## src/hw/wcbs_pkg.sv

```systemverilog
// Shared constants and types for the writeback cache bus signalling block
package wcbs_pkg;
  localparam int ADDR_W = 16;
  localparam int OFS_W  = 4;
  localparam int IDX_W  = 2;
  localparam int TAG_W  = ADDR_W - OFS_W - IDX_W;
  localparam int CNT_W  = 2;

  // Index of the fourth and last transfer of a line burst
  localparam logic [CNT_W-1:0] LAST_BEAT   = 2'h3;
  localparam logic             RST_WB_MODE = 1'b0;
  localparam logic             PIN_IDLE_N  = 1'b1;

  typedef logic [ADDR_W-1:0] wcbs_addr_t;
  typedef logic [IDX_W-1:0]  wcbs_idx_t;
  typedef logic [TAG_W-1:0]  wcbs_tag_t;

  typedef enum logic [2:0] {
    ST_IDLE    = 3'h0,
    ST_ADDR    = 3'h1,
    ST_DATA    = 3'h3,
    ST_WB_ADDR = 3'h4,
    ST_WB_DATA = 3'h6
  } wcbs_state_t;
endpackage

```

## src/hw/wcbs_dir_if.sv

```systemverilog
// Lookup and update signals between the bus controller and the line directory
`timescale 1ns/1ps
interface wcbs_dir_if;
  wcbs_pkg::wcbs_idx_t snp_idx;
  wcbs_pkg::wcbs_tag_t snp_tag;
  logic                snp_hit;
  logic                snp_mod;
  wcbs_pkg::wcbs_idx_t cpu_idx;
  wcbs_pkg::wcbs_tag_t cpu_tag;
  logic                cpu_hit;
  logic                cpu_dirty;
  logic                fill_en;
  logic                dirty_en;
  logic                clean_en;
  wcbs_pkg::wcbs_idx_t clean_idx;

  modport ctl (output snp_idx, snp_tag, cpu_idx, cpu_tag, fill_en, dirty_en, clean_en,
               clean_idx, input snp_hit, snp_mod, cpu_hit, cpu_dirty);
  modport dir (input snp_idx, snp_tag, cpu_idx, cpu_tag, fill_en, dirty_en, clean_en,
               clean_idx, output snp_hit, snp_mod, cpu_hit, cpu_dirty);
endinterface

```

## src/hw/wcbs_dir.sv

```systemverilog
// Line directory: valid, modified and tag per cache line, in flip-flops
`timescale 1ns/1ps
module wcbs_dir #(
  parameter int LINES = 2 ** wcbs_pkg::IDX_W
) (
  input  wire logic clk_in,
  input  wire logic rst_in,
  wcbs_dir_if.dir   dir
);
  import wcbs_pkg::*;

  logic [LINES-1:0] valid;
  logic [LINES-1:0] modified;
  wcbs_tag_t        tag [LINES];

  assign dir.snp_hit   = valid[dir.snp_idx] && (tag[dir.snp_idx] == dir.snp_tag);
  assign dir.snp_mod   = dir.snp_hit && modified[dir.snp_idx];
  assign dir.cpu_hit   = valid[dir.cpu_idx] && (tag[dir.cpu_idx] == dir.cpu_tag);
  assign dir.cpu_dirty = modified[dir.cpu_idx];

  always_ff @(posedge clk_in or posedge rst_in) begin
    if (rst_in) begin
      valid    <= '0;
      modified <= '0;
      for (int i = 0; i < LINES; i++) begin
        tag[i] <= '0;
      end
    end else begin
      if (dir.fill_en) begin
        valid[dir.cpu_idx]    <= 1'b1;
        tag[dir.cpu_idx]      <= dir.cpu_tag;
        modified[dir.cpu_idx] <= 1'b0;
      end
      if (dir.clean_en) begin
        modified[dir.clean_idx] <= 1'b0;
      end
      // A new write hit wins over a writeback finishing on the same line
      if (dir.dirty_en) begin
        modified[dir.cpu_idx] <= 1'b1;
      end
    end
  end
endmodule

```

## src/hw/wcbs_top.sv

```systemverilog
// Bus-side signalling of the internal writeback cache
// What this block does
// - Linefill intent low on reads wanting a line; does not force final high.
// - Single transfer with grant sampled high: burst final low, one transfer.
// - Copyback select is caught at reset release to choose writeback or writethrough.
// - Snoop match, snoop modified and linefill intent are always driven.
// - Writethrough mode holds snoop match and snoop modified high.
// - Linefill intent toggles for reads and stays high on every write.
// - Snoop hitting a modified line drives snoop modified low.
// - Snoop modified stays low until the line's writeback completes.
// - Release snoop modified after the last writeback ready, before next strobe.
`timescale 1ns/1ps
module wcbs_top (
  input  wire logic                 REF_CLK_IN,
  input  wire logic                 RESET_IN,
  input  wire logic                 COPYBACK_SELECT_IN,
  input  wire logic                 CPU_REQ_IN,
  input  wire logic                 CPU_WRITE_IN,
  input  wire logic                 CPU_CACHE_IN,
  input  wire wcbs_pkg::wcbs_addr_t CPU_ADDR_IN,
  input  wire logic                 SNOOP_STROBE_IN,
  input  wire wcbs_pkg::wcbs_addr_t SNOOP_ADDR_IN,
  input  wire logic                 CACHEABLE_GRANT_N_IN,
  input  wire logic                 BURST_DONE_N_IN,
  input  wire logic                 NONBURST_DONE_N_IN,
  output logic                      CPU_DONE_OUT,
  output logic                      ADDR_STROBE_N_OUT,
  output wcbs_pkg::wcbs_addr_t      BUS_ADDR_OUT,
  output logic                      BUS_WRITE_OUT,
  output logic                      LINEFILL_INTENT_N_OUT,
  output logic                      BURST_FINAL_N_OUT,
  output logic                      SNOOP_MATCH_N_OUT,
  output logic                      SNOOP_MODIFIED_N_OUT,
  output logic                      WB_MODE_OUT
);
  import wcbs_pkg::*;

  wcbs_state_t       state;
  wcbs_state_t       next_state;
  logic              caught;
  logic              wb_mode;
  logic              wb_pending;
  wcbs_addr_t        wb_addr;
  logic [CNT_W-1:0]  beat_cnt;
  logic              filling;

  wcbs_dir_if dir_bus ();

  wcbs_dir #(
    .LINES (2 ** IDX_W)
  ) u_dir (
    .clk_in (REF_CLK_IN),
    .rst_in (RESET_IN),
    .dir    (dir_bus.dir)
  );

  wire              idle        = (state == ST_IDLE);
  wire              in_data     = (state == ST_DATA) || (state == ST_WB_DATA);
  wire              bus_ready   = !BURST_DONE_N_IN || !NONBURST_DONE_N_IN;
  wire              beat_end    = in_data && bus_ready;
  wire              last_beat   = beat_end && !BURST_FINAL_N_OUT;
  wire              snoop_ev    = SNOOP_STROBE_IN && wb_mode && caught;
  wire              snoop_dirty = snoop_ev && dir_bus.snp_mod;
  wire              wb_take     = idle && wb_pending;
  // The request still stands in the done cycle, so it must not be taken again there
  wire              cpu_take    = idle && caught && CPU_REQ_IN && !wb_pending && !CPU_DONE_OUT;
  wire              local_write = CPU_WRITE_IN && wb_mode && dir_bus.cpu_hit;
  wire              bus_take    = cpu_take && !local_write;
  // A dirty line at the target index is never replaced, so no fill is asked for
  wire              want_fill   = !CPU_WRITE_IN && CPU_CACHE_IN && !dir_bus.cpu_dirty;
  // Grant is sampled in the strobe cycle; a burst only if the line is granted
  wire              cpu_burst   = !LINEFILL_INTENT_N_OUT && !CACHEABLE_GRANT_N_IN;
  wire [CNT_W-1:0]  beat_next   = beat_cnt + 2'h1;
  wire              next_strobe = (next_state == ST_ADDR) || (next_state == ST_WB_ADDR);
  wire wcbs_addr_t  cpu_addr    = idle ? CPU_ADDR_IN : BUS_ADDR_OUT;

  assign dir_bus.snp_idx   = SNOOP_ADDR_IN[OFS_W +: IDX_W];
  assign dir_bus.snp_tag   = SNOOP_ADDR_IN[ADDR_W-1 -: TAG_W];
  assign dir_bus.cpu_idx   = cpu_addr[OFS_W +: IDX_W];
  assign dir_bus.cpu_tag   = cpu_addr[ADDR_W-1 -: TAG_W];
  assign dir_bus.fill_en   = (state == ST_DATA) && last_beat && filling;
  assign dir_bus.dirty_en  = cpu_take && local_write;
  assign dir_bus.clean_en  = (state == ST_WB_DATA) && last_beat;
  assign dir_bus.clean_idx = BUS_ADDR_OUT[OFS_W +: IDX_W];
  assign WB_MODE_OUT       = wb_mode;

  always_comb begin
    next_state = state;
    unique case (state)
      ST_IDLE: begin
        if (wb_take) begin
          next_state = ST_WB_ADDR;
        end else if (bus_take) begin
          next_state = ST_ADDR;
        end
      end
      ST_ADDR:    next_state = ST_DATA;
      ST_DATA:    next_state = last_beat ? ST_IDLE : ST_DATA;
      ST_WB_ADDR: next_state = ST_WB_DATA;
      ST_WB_DATA: next_state = last_beat ? ST_IDLE : ST_WB_DATA;
      default:    next_state = ST_IDLE;
    endcase
  end

  // Mode is caught on the first edge after reset release
  always_ff @(posedge REF_CLK_IN or posedge RESET_IN) begin
    if (RESET_IN) begin
      caught  <= 1'b0;
      wb_mode <= RST_WB_MODE;
    end else if (!caught) begin
      caught  <= 1'b1;
      wb_mode <= COPYBACK_SELECT_IN;
    end
  end

  always_ff @(posedge REF_CLK_IN or posedge RESET_IN) begin
    if (RESET_IN) begin
      state             <= ST_IDLE;
      ADDR_STROBE_N_OUT <= PIN_IDLE_N;
      BUS_ADDR_OUT      <= '0;
      BUS_WRITE_OUT     <= 1'b0;
      CPU_DONE_OUT      <= 1'b0;
    end else begin
      state             <= next_state;
      ADDR_STROBE_N_OUT <= !next_strobe;
      CPU_DONE_OUT      <= ((state == ST_DATA) && last_beat) || dir_bus.dirty_en;
      if (wb_take) begin
        BUS_ADDR_OUT  <= wb_addr;
        BUS_WRITE_OUT <= 1'b1;
      end else if (bus_take) begin
        BUS_ADDR_OUT  <= CPU_ADDR_IN;
        BUS_WRITE_OUT <= CPU_WRITE_IN;
      end
    end
  end

  // Intent, burst count and burst final for each bus cycle
  always_ff @(posedge REF_CLK_IN or posedge RESET_IN) begin
    if (RESET_IN) begin
      LINEFILL_INTENT_N_OUT <= PIN_IDLE_N;
      BURST_FINAL_N_OUT     <= PIN_IDLE_N;
      beat_cnt              <= '0;
      filling               <= 1'b0;
    end else begin
      if (bus_take && !wb_take) begin
        LINEFILL_INTENT_N_OUT <= !want_fill;
      end else if (wb_take || last_beat) begin
        LINEFILL_INTENT_N_OUT <= PIN_IDLE_N;
      end
      if (state == ST_ADDR) begin
        beat_cnt          <= '0;
        filling           <= cpu_burst;
        BURST_FINAL_N_OUT <= cpu_burst;
      end else if (state == ST_WB_ADDR) begin
        beat_cnt          <= '0;
        filling           <= 1'b0;
        BURST_FINAL_N_OUT <= PIN_IDLE_N;
      end else if (last_beat) begin
        BURST_FINAL_N_OUT <= PIN_IDLE_N;
      end else if (beat_end) begin
        beat_cnt          <= beat_next;
        BURST_FINAL_N_OUT <= (beat_next != LAST_BEAT);
      end
    end
  end

  // Snoop answers and the pending writeback they cause
  always_ff @(posedge REF_CLK_IN or posedge RESET_IN) begin
    if (RESET_IN) begin
      SNOOP_MATCH_N_OUT    <= PIN_IDLE_N;
      SNOOP_MODIFIED_N_OUT <= PIN_IDLE_N;
      wb_pending           <= 1'b0;
      wb_addr              <= '0;
    end else begin
      if (snoop_ev) begin
        SNOOP_MATCH_N_OUT <= !dir_bus.snp_hit;
      end
      if (snoop_dirty) begin
        SNOOP_MODIFIED_N_OUT <= 1'b0;
        wb_pending           <= 1'b1;
        wb_addr              <= {SNOOP_ADDR_IN[ADDR_W-1:OFS_W], {OFS_W{1'b0}}};
      end else begin
        if (wb_take) begin
          wb_pending <= 1'b0;
        end
        if (dir_bus.clean_en && !wb_pending) begin
          SNOOP_MODIFIED_N_OUT <= PIN_IDLE_N;
        end
      end
    end
  end
endmodule

```

## config.mk

```make
export PLATFORM = sky130hd
export DESIGN_NAME = wcbs_top
export DESIGN_NICKNAME = d
export VERILOG_FILES = /design/src/hw/wcbs_pkg.sv /design/src/hw/wcbs_dir_if.sv /design/src/hw/wcbs_dir.sv /design/src/hw/wcbs_top.sv
export SDC_FILE = /design/constraint.sdc
export NUM_CORES = 1
export LEC_CHECK = 0
export BUFFER_PORTS_ARGS = -buffer_cell sky130_fd_sc_hd__buf_2
export CAP_MARGIN = 40
export CORE_ASPECT_RATIO = 0.75
export CORE_MARGIN = 2
export CORE_UTILIZATION = 62
export DETAILED_ROUTE_END_ITERATION = 8
export PLACE_DENSITY_LB_ADDON = 0.25
export SYNTH_ARGS = -nofsm -noshare
export SYNTH_HDL_FRONTEND = slang
export SYNTH_SLANG_ARGS = --single-unit
```

## constraint.sdc

```tcl
create_clock -name REF_CLK_IN -period 4.9 [get_ports REF_CLK_IN]
set_input_delay 0.98 -clock REF_CLK_IN [delete_from_list [all_inputs] [get_ports REF_CLK_IN]]
set_output_delay 0.98 -clock REF_CLK_IN [all_outputs]
set_load 0.01 [all_outputs]
```

==> results of run 1 <==
[cell families after synthesis]
group | after synthesis | share of synthesized area [%]
and+or+nand+nor | 118 | 11.34
AOI/OAI and AO/OA | 116 | 15.52
DFF | 92 | 45.37
muxes | 72 | 19.18
buffers and inverters | 41 | 3.811
xor gates and xnor gates | 26 | 4.475
adders and majority gates | 1 | 0.2458
other | 1 | 0.07369
[power groups by stage]
stage	logic (mW)	clock network (mW)	registers [mW]
after CTS	1.16	0.589	1.10
final	1.17	0.581	1.10
after global placement	1.11	0	1.09
after floorplan	0.860	0	1.06
after global routing	1.27	0.623	1.13
after detailed placement	1.15	0	1.11
[final cells by class]
| class | count | area share (%) |
|---|---|---|
| clock buffers | 10 | 2.249 |
| clock inverters | 6 | 1.653 |
| inverters | 9 | 0.6173 |
| multi-input cells | 334 | 45.66 |
| flip-flops and latches | 92 | 40.67 |
| well taps | 105 | 2.315 |
| repair buffers | 71 | 6.834 |
[metrics by stage]
| step | std cells | area, sq um |
|---|---|---|
| after global placement | 610 | 5439 |
| after CTS | 627 | 5675 |
| after global routing | 627 | 5675 |
| final | 627 | 5675 |
| after detailed placement | 611 | 5454 |
| after floorplan | 467 | 5089 |
[path summary, 6_finish.rpt]
check | from | end | depth (start not counted)
max | CPU_ADDR_IN[4] | BUS_ADDR_OUT[11]$_DFFE_PP0P_ | 10
min in group asynchronous | RESET_IN | BUS_WRITE_OUT$_DFFE_PP0P_ | 2
max in group asynchronous | RESET_IN | u_dir.tag[31]$_DFFE_PP0P_ | 3
min | wb_addr[15]$_DFFE_PP0P_ | wb_addr[15]$_DFFE_PP0P_ | 1
max reg2reg | state[2]$_DFF_PP0_ | BUS_ADDR_OUT[11]$_DFFE_PP0P_ | 9
min reg2reg | wb_addr[15]$_DFFE_PP0P_ | wb_addr[15]$_DFFE_PP0P_ | 1
[metal layers]
| layer | vias to the layer above | routed length (um) | global-route usage (%) |
|---|---|---|---|
| met4 | 0 | 152 | 9.872 |
| met2 | 210 | 6077 | 48.50 |
| met3 | 19 | 1256 | 8.556 |
| met5 | - | 0 | 0 |
| li1 | 1824 | - | - |
| met1 | 2036 | 5657 | 44.52 |
[state kept, by name (all words and copies together) (netlist names), 2 cells and up]
register and flops:
wb_addr 12, beat_cnt 2, u_dir.valid 4, BUS_ADDR_OUT 16, u_dir.modified 4, u_dir.tag 40, state 3
[worst max-delay path: cells and delay by family]
| kind | cells | cell delay [ns] |
|---|---|---|
| buffers and inverters | 2 | 0.53 |
| multiplexers | 2 | 0.74 |
| XOR/XNOR | 1 | 0.17 |
| AND/OR/NAND/NOR | 3 | 1.03 |
| AO/OA/AOI/OAI | 2 | 0.70 |
[placed cells by master, fill, tap and decap left out, drive strengths merged, types with 4 or more instances in the layout]
| cell | instances |
|---|---|
| or2 | 7 |
| xnor2 | 17 |
| mux2i | 39 |
| nor2b | 7 |
| a221o | 12 |
| nor2 | 46 |
| a211oi | 8 |
| clkbuf | 10 |
| a21oi | 41 |
| a22o | 14 |
| nand4 | 4 |
| nand3 | 9 |
| and3 | 5 |
| dfstp | 5 |
| mux2 | 14 |
| dfrtp | 87 |
| buf | 71 |
| mux4 | 19 |
| o21ai | 20 |
| inv | 10 |
| xor2 | 9 |
| nand2 | 23 |
==> reports/summary.txt, run 1 <==
status -> completed
total power -> 2.859 mW
antenna viol nets, final -> 0
# DRC -> 0
Pwr Density -> 503.8 nW/um^2
Max stage delay cell, worst path -> mux4_2
largest buffer count on any clock path -> 2
Die Y -> 82.46 um
antenna violations before repair -> 0
post-synthesis instance total -> 467
Synth area leader -> dfrtp_1
area of the multi-input gates -> 2591 sq um
Iter 0 DRT Violations -> 411
die area -> 8956 sq um
io pins -> 66
share of cells above drive strength 1 -> 26.44%
GRT Total Usage -> 31.65%
internal power -> 1.715 mW
Synth Warn # -> 0
antenna diode count -> 0
Post-synth top cells -> 87 x dfrtp_1, 46 x nor2_1, 41 x a21oi_1
largest net degree at the start of global routing -> 50
final critical-path share of the clock period -> 79.40%
area growth from synthesis to layout -> 11.53%
CTS sink count -> 92
clk root buf -> clkbuf_8
clock latency on the worst-skew pair -> 0.38 ns
Net Switching -> 1.144 mW
CTS tree -> yes
placer congestion estimate -> 0.8645
Lkg Pwr -> 2.640 nW
ys async rst share -> 100.0%
Synth top area share -> 42.78%
Util after Layout -> 71.68%
WL/cell -> 20.96 um
crit path launch type -> input port
Final Setup Violations -> 0
Yosys cell types -> 52
core box area -> 7918 sq um
Clock power frac -> 20.3%
slew of the pin with the lowest slew margin -> 0.8567 ns
pre-CTS WS -> 0.6551 ns
most instantiated library cell after synthesis -> dfrtp_1
CP Max Fanout -> 14
Fin. Hold Viols -> 0
Seq pwr share -> 38.6%
iteration count of the initial detailed-routing pass -> 4
VDD IR max -> 0.0002854 V
critical path class -> input port to flip-flop
starting density of the core -> 64.27%
Worst Skew -> 0.01563 ns
post-CTS sizing -> 0
Via Count -> 4089
RSZ-0062 raised after global routing -> no
top cells by area, synth -> dfrtp_1 43%, mux4_2 8.4%, mux2i_1 7.7%
post-CTS setup buffers -> 0
combinational power share -> 41.1%
total wire length -> 13140 um
crit path capture type -> flip-flop
max-cap violations -> 0
vias in the first global route -> 3903
CP max stage delay -> 0.56 ns
H-tree depth -> 3
Synth Flop Type -> dfrtp_1
flops & latches, synth -> 92
worst setup margin -> 1.009 ns
average cell area after synthesis -> 10.90 sq um
achievable frequency -> 257.0 MHz
worst hold path type -> flip-flop to flip-flop
GRT overflow -> 0
EDFF count, synth -> 0
Mapped Nets -> 510
TritonCTS Buffers -> 9
worst reg2reg setup slack -> 1.03 ns
sequential-to-total area share from yosys stat -> 45.37%
max_slew headroom -> 41.25%
Final #Nets -> 560
max-slew violation count -> 0
Sum Neg Setup Slack -> 0 ns
sequential cell area -> 2308 sq um
HPWL after DPL -> 8962 um
Final Critical Period -> 3.891 ns
hold slack -> 0.5202 ns
first-pass GRT wire length -> 20920 um
cell chain of the critical path -> buf_2 > or4b_1 > nand2_2 > mux4_2 > mux2i_1 > xnor2_1 > nand3_2 > o21ba_1 > buf_8 > a221o_1
Fillers -> 571
switching part of the total -> 40.00%
Cell Area, Synth -> 5089 sq um
post-cts hold buffer count -> 0
number of port buffers -> 61
vias per cell -> 6.522
CP arrival -> 4.16 ns
Die W -> 108.6 um
CP required -> 5.17 ns
row cnt -> 28
CTS clock-pin slew for the worst setup and hold paths -> 0.10 ns
Note: power is estimated with default switching activity, not from simulation.
==> run 2: changes to the inputs <==
--- a/config.mk
+++ b/config.mk
@@ -5,11 +5,12 @@
 export SDC_FILE = /design/constraint.sdc
 export NUM_CORES = 1
 export LEC_CHECK = 0
+export ABC_AREA = 1
 export BUFFER_PORTS_ARGS = -buffer_cell sky130_fd_sc_hd__buf_2
 export CAP_MARGIN = 40
 export CORE_ASPECT_RATIO = 0.75
 export CORE_MARGIN = 2
-export CORE_UTILIZATION = 62
+export CORE_UTILIZATION = 58
 export DETAILED_ROUTE_END_ITERATION = 8
 export PLACE_DENSITY_LB_ADDON = 0.25
 export SYNTH_ARGS = -nofsm -noshare
==> constraint.sdc (replaced) <==
create_clock -name REF_CLK_IN -period 3.76 [get_ports REF_CLK_IN]
set_input_delay 0.752 -clock REF_CLK_IN [delete_from_list [all_inputs] [get_ports REF_CLK_IN]]
set_output_delay 0.752 -clock REF_CLK_IN [all_outputs]
set_load 0.01 [all_outputs]
==> reports/summary.txt, run 2 <==
status -> completed
post-synthesis instance total -> 714
CP Max Fanout -> 28
Lkg Pwr -> 3.019 nW
CTS clock-pin slew for the worst setup and hold paths -> 0.07 ns
critical path class -> flip-flop to flip-flop
CTS sink count -> 92
sequential-to-total area share from yosys stat -> 45.51%
commonest non-fill, non-tap cell in the layout -> nand2_1
share of cells above drive strength 1 -> 13.88%
post-cts hold buffer count -> 0
Synth area leader -> dfrtp_1
Final #Nets -> 809
max-slew violation count -> 0
Pwr Density -> 635.6 nW/um^2
average cell area after synthesis -> 7.104 sq um
Top reg by flops -> u_dir.tag
Synth Flop Type -> dfrtp_1
max_slew headroom -> 46.94%
Mapped Nets -> 757
# DRC -> 0
Via Count -> 4900
WL/cell -> 15.72 um
flops & latches, synth -> 92
achievable frequency -> 335.2 MHz
Sum Neg Setup Slack -> 0 ns
Cell Area, Synth -> 5072 sq um
Finished Layout Cells -> 879
max-cap violations -> 0
largest net degree at the start of global routing -> 47
placer congestion estimate -> 0.9028
core box area -> 8491 sq um
Final Critical Period -> 2.983 ns
VDD IR max -> 0.0004039 V
antenna viol nets, final -> 0
die area -> 9518 sq um
CP arrival -> 3.22 ns
post-CTS sizing -> 0
EDFF count, synth -> 0
number of port buffers -> 61
first-pass GRT wire length -> 23030 um
Fin. Hold Viols -> 0
row cnt -> 29
antenna diode count -> 0
vias per cell -> 5.575
crit path launch type -> flip-flop
final critical-path share of the clock period -> 79.33%
Iter 0 DRT Violations -> 469
Largest regs -> u_dir.tag (40), BUS_ADDR_OUT (16), wb_addr (12)
largest buffer count on any clock path -> 2
Synth top area share -> 42.92%
Worst Skew -> 0.006670 ns
CTS tree -> yes
Die W -> 112.0 um
post-CTS setup buffers -> 0
HPWL after DPL -> 9783 um
iteration count of the initial detailed-routing pass -> 6
io pins -> 66
starting density of the core -> 59.74%
TritonCTS Buffers -> 9
area growth from synthesis to layout -> 14.55%
clock latency on the worst-skew pair -> 0.35 ns
slew of the pin with the lowest slew margin -> 0.7939 ns
worst hold path type -> input port to asynchronous set/reset pin
RSZ-0062 raised after global routing -> no
most instantiated library cell after synthesis -> nand2_1
ys async rst share -> 100.0%
antenna violations before repair -> 0
Largest register FFs -> 40
placed cell count -> 863
crit path capture type -> flip-flop
Yosys cell types -> 36
GRT overflow -> 0
Final Setup Violations -> 0
Die Y -> 84.99 um
CP required -> 4.00 ns
Post-synth top cells -> 286 x nand2_1, 87 x dfrtp_1, 87 x o21ai_0
vias in the first global route -> 4735
total wire length -> 13820 um
commonest non-fill, non-tap cells in the layout -> 286 x nand2_1, 87 x dfrtp_1, 87 x o21ai_0
GRT Total Usage -> 30.47%
H-tree depth -> 3
clk root buf -> clkbuf_16
top cells by area, synth -> dfrtp_1 43%, nand2_1 21%, o21ai_0 8.6%
Synth Warn # -> 0
-- run 2: layout make-up --
class,count,area (sq um)
clock buffers,11,242.7
flip-flops and latches,92,2308
inverters,71,267.8
fillers,733,2680
well taps,108,135.1
clock inverters,5,85.08
multi-input cells,518,2323
repair buffers,74,447.9
-- run 2: critical path, stage by stage (launching register included) --
cell and delay [ns]:
dfrtp_1 0.43, nor2_4 0.20, nand2_4 0.22, o21ai_2 0.63, nand2_1 0.16, nand2_1 0.10
nand2_1 0.06, nand2_1 0.08, nand2_1 0.05, nor2_1 0.18, nand3_2 0.18, nand2_2 0.14
buf_4 0.22, inv_1 0.11, nand2_1 0.07, nand2_1 0.05
-- run 2: path summary, 6_finish.rpt --
kind / endpoint / slack, ns / from / depth (start not counted)
worst max-delay path: BUS_ADDR_OUT[2]$_DFFE_PP0P_ / 0.78 / state[0]$_DFF_PP0_ / 15
worst min-delay path: u_dir.tag[38]$_DFFE_PP0P_ / 0.25 / RESET_IN / 2
worst max register to register: BUS_ADDR_OUT[2]$_DFFE_PP0P_ / 0.78 / state[0]$_DFF_PP0_ / 15
worst min register to register: u_dir.valid[1]$_DFFE_PP0P_ / 0.48 / u_dir.valid[1]$_DFFE_PP0P_ / 2
max in group asynchronous: ADDR_STROBE_N_OUT$_DFF_PP1_ / 2.73 / RESET_IN / 4
min in group REF_CLK_IN: u_dir.valid[1]$_DFFE_PP0P_ / 0.48 / u_dir.valid[1]$_DFFE_PP0P_ / 2
-- run 2: power breakdown --
group	internal, mW	total (mW)	leakage, nW	switching [mW]
combinational	0.431	1.37	1.66	0.939
sequential	1.19	1.34	1.20	0.150
clock	0.603	0.987	0.156	0.384
total	2.22	3.69	3.02	1.47
-- run 2: stage by stage --
stage / power (mW) / worst slack [ns] / hold slack (ns) / instance area (sq um) / utilization, %
finish: 3.693 / 0.7771 / 0.2541 / 5811 / 68.44
floorplan: 2.256 / 0.6243 / 0.4314 / 5072 / -
global route: 3.924 / 0.5375 / 0.2435 / 5811 / 68.44
detailed placement: 2.692 / 0.6159 / 0.4625 / 5483 / 64.57
global placement: 2.639 / 0.7031 / 0.4499 / 5455 / 64.25
CTS: 3.690 / 0.8184 / 0.2471 / 5811 / 68.44
-- run 2: logic make-up (layout without fill, tap and decap cells) --
family	count (synthesis)	after routing	share of synthesized area, %
buffers and inverters	104	161	8.683
flip-flops	92	92	45.51
AO/OA/AOI/OAI	118	118	12.63
AND/OR/NAND/NOR	391	391	31.60
XOR/XNOR	6	6	1.036
multiplexers	1	1	0.2220
other	1	1	0.07393
adder cells (fa/ha/maj)	1	1	0.2466
-- run 2: layer usage --
layer	track usage, %	vias to the layer above	part of all wire, %	wire length, um
met1	41.76	2245	43	5912
li1	-	2371	-	-
met3	7.500	46	7.9	1098
met2	47.05	238	46	6330
met5	0	-	0	0
met4	12.86	0	3.4	473
==> run 3: changes to the inputs <==
--- a/config.mk
+++ b/config.mk
@@ -5,12 +5,12 @@
 export SDC_FILE = /design/constraint.sdc
 export NUM_CORES = 1
 export LEC_CHECK = 0
-export ABC_AREA = 1
+export ABC_AREA = 0
 export BUFFER_PORTS_ARGS = -buffer_cell sky130_fd_sc_hd__buf_2
 export CAP_MARGIN = 40
 export CORE_ASPECT_RATIO = 0.75
 export CORE_MARGIN = 2
-export CORE_UTILIZATION = 58
+export CORE_UTILIZATION = 53
 export DETAILED_ROUTE_END_ITERATION = 8
 export PLACE_DENSITY_LB_ADDON = 0.25
 export SYNTH_ARGS = -nofsm -noshare
==> constraint.sdc (replaced) <==
create_clock -name REF_CLK_IN -period 2.45 [get_ports REF_CLK_IN]
set_input_delay 0.49 -clock REF_CLK_IN [delete_from_list [all_inputs] [get_ports REF_CLK_IN]]
set_output_delay 0.49 -clock REF_CLK_IN [all_outputs]
set_load 0.01 [all_outputs]
==> reports/summary.txt, run 3 (synthesized netlist as in run 1, its figures left out) <==
antenna violations before repair -> 0
CP arrival -> 3.16 ns
worst setup margin -> -0.4824 ns
total wire length -> 14630 um
Final Setup Violations -> 36
CTS tree -> yes
status -> finished with violations
post-cts hold buffer count -> 0
TritonCTS Buffers -> 9
critical path class -> flip-flop to flip-flop
Lkg Pwr -> 3.150 nW
commonest non-fill, non-tap cells in the layout -> 87 x dfrtp_1, 86 x buf_4, 60 x buf_2
Final #Nets -> 644
Max stage delay cell, worst path -> or4b_4
core box area -> 9196 sq um
max_slew headroom -> 61.03%
Sum Neg Setup Slack -> -11.62 ns
area growth from synthesis to layout -> 30.49%
highest metal used -> met4
routed wl met3 -> 1251 um
Worst Skew -> 0.008721 ns
placed cell count -> 716
max-cap violations -> 0
met2 WL -> 6695 um
antenna viol nets, final -> 0
final critical-path share of the clock period -> 119.7%
GRT Total Usage -> 29.74%
CP required -> 2.68 ns
worst reg2reg setup slack -> -0.48 ns
Largest register FFs -> 40
clk root buf -> clkbuf_16
number of port buffers -> 61
CP max stage delay -> 0.58 ns
slew of the pin with the lowest slew margin -> 0.5833 ns
Top reg by flops -> u_dir.tag
Util after Layout -> 72.20%
failing checks -> negative setup slack
pre-CTS WS -> -0.8445 ns
clock latency on the worst-skew pair -> 0.35 ns
Die Y -> 88.86 um
CP Max Fanout -> 15
RSZ-0062 raised after global routing -> yes
achievable frequency -> 341.0 MHz
CTS sink count -> 92
Via Count -> 4431
HPWL after DPL -> 10850 um
Largest regs -> u_dir.tag (40), BUS_ADDR_OUT (16), wb_addr (12)
cell chain of the critical path -> or4b_4 > nand2_8 > mux4_2 > mux2i_2 > xnor2_1 > nand3_2 > o21ba_4 > a221o_1
Iter 0 DRT Violations -> 378
VDD IR max -> 0.0004935 V
WL/cell -> 19.93 um
vias per cell -> 6.037
first-pass GRT wire length -> 22720 um
largest net degree at the start of global routing -> 40
io pins -> 66
Die W -> 117.1 um
met1 WL -> 6405 um
die area -> 10410 sq um
# DRC -> 0
H-tree depth -> 3
CTS clock-pin slew for the worst setup and hold paths -> 0.07 ns
Finished Layout Cells -> 734
antenna diode count -> 0
worst hold path type -> input port to asynchronous set/reset pin
max-slew violation count -> 0
Fin. Hold Viols -> 0
Pwr Density -> 1010 nW/um^2
total power -> 6.703 mW
GRT overflow -> 0
Final Critical Period -> 2.932 ns
crit path launch type -> flip-flop
starting density of the core -> 55.33%
share of cells above drive strength 1 -> 39.11%
crit path capture type -> flip-flop
row cnt -> 30
commonest non-fill, non-tap cell in the layout -> dfrtp_1
placer congestion estimate -> 0.9142
iteration count of the initial detailed-routing pass -> 4
vias in the first global route -> 4333
largest buffer count on any clock path -> 2
==> run 3: timing repair <==
| action | CTS | global route |
|---|---|---|
| resized for setup | 15 | 12 |
| cloned | 0 | 0 |
| buffers inserted | 1 | 1 |
| endpoints found under the setup margin | 36 | 49 |
| pin swaps | 8 | 3 |
==> run 3: stage by stage <==
step	cell area, sq um	hold WS [ns]
finish	6640	0.2050
global route	6640	0.2443
CTS	6566	0.2217
detailed placement	6216	0.4754
global placement	6216	0.4627
floorplan	5195	0.4465
==> run 3: power by group <==
group / internal (mW) / total, mW / switching [mW]
Combinational: 1.62 / 3.27 / 1.65
Sequential: 1.83 / 2.12 / 0.289
Clock: 0.718 / 1.32 / 0.601
==> run 3: layout make-up <==
| cell class | instances | area, sq um |
|---|---|---|
| Multi-Input combinational cell | 334 | 2763 |
| Fill cell | 659 | 2556 |
| Sequential cell | 92 | 2308 |
| Timing Repair Buffer | 155 | 1091 |
| Clock buffer | 11 | 242.7 |
| Tap cell | 128 | 160.2 |
| Clock inverter | 5 | 37.54 |
| Inverter | 9 | 37.54 |
==> run 3: critical path: cells and delay by family, from the launching register on <==
| family | cells | cell delay (ns) |
|---|---|---|
| and+or+nand+nor | 3 | 0.82 |
| AOI/OAI and AO/OA | 2 | 0.66 |
| muxes | 2 | 0.72 |
| DFF | 1 | 0.44 |
| xor gates and xnor gates | 1 | 0.17 |
==> run 3: worst paths after layout <==
path                                       startpoint                             to  depth (start not counted)
setup / recovery                   state[0]$_DFF_PP0_    BUS_ADDR_OUT[9]$_DFFE_PP0P_                          8
hold / removal                               RESET_IN       u_dir.tag[5]$_DFFE_PP0P_                          2
max in group asynchronous                    RESET_IN  SNOOP_MATCH_N_OUT$_DFFE_PP1P_                          3
setup reg to reg                   state[0]$_DFF_PP0_    BUS_ADDR_OUT[9]$_DFFE_PP0P_                          8
hold reg to reg            u_dir.valid[3]$_DFFE_PP0P_     u_dir.valid[3]$_DFFE_PP0P_                          1
min in group REF_CLK_IN                CPU_ADDR_IN[3]    BUS_ADDR_OUT[3]$_DFFE_PP0P_                          3
==> run 3: layer usage <==
| metal | global-route usage, % | vias to the layer above |
|---|---|---|
| li1 | - | 1989 |
| met5 | 0 | - |
| met2 | 45.51 | 185 |
| met4 | 8.770 | 0 |
| met1 | 40.95 | 2231 |
| met3 | 9.452 | 26 |
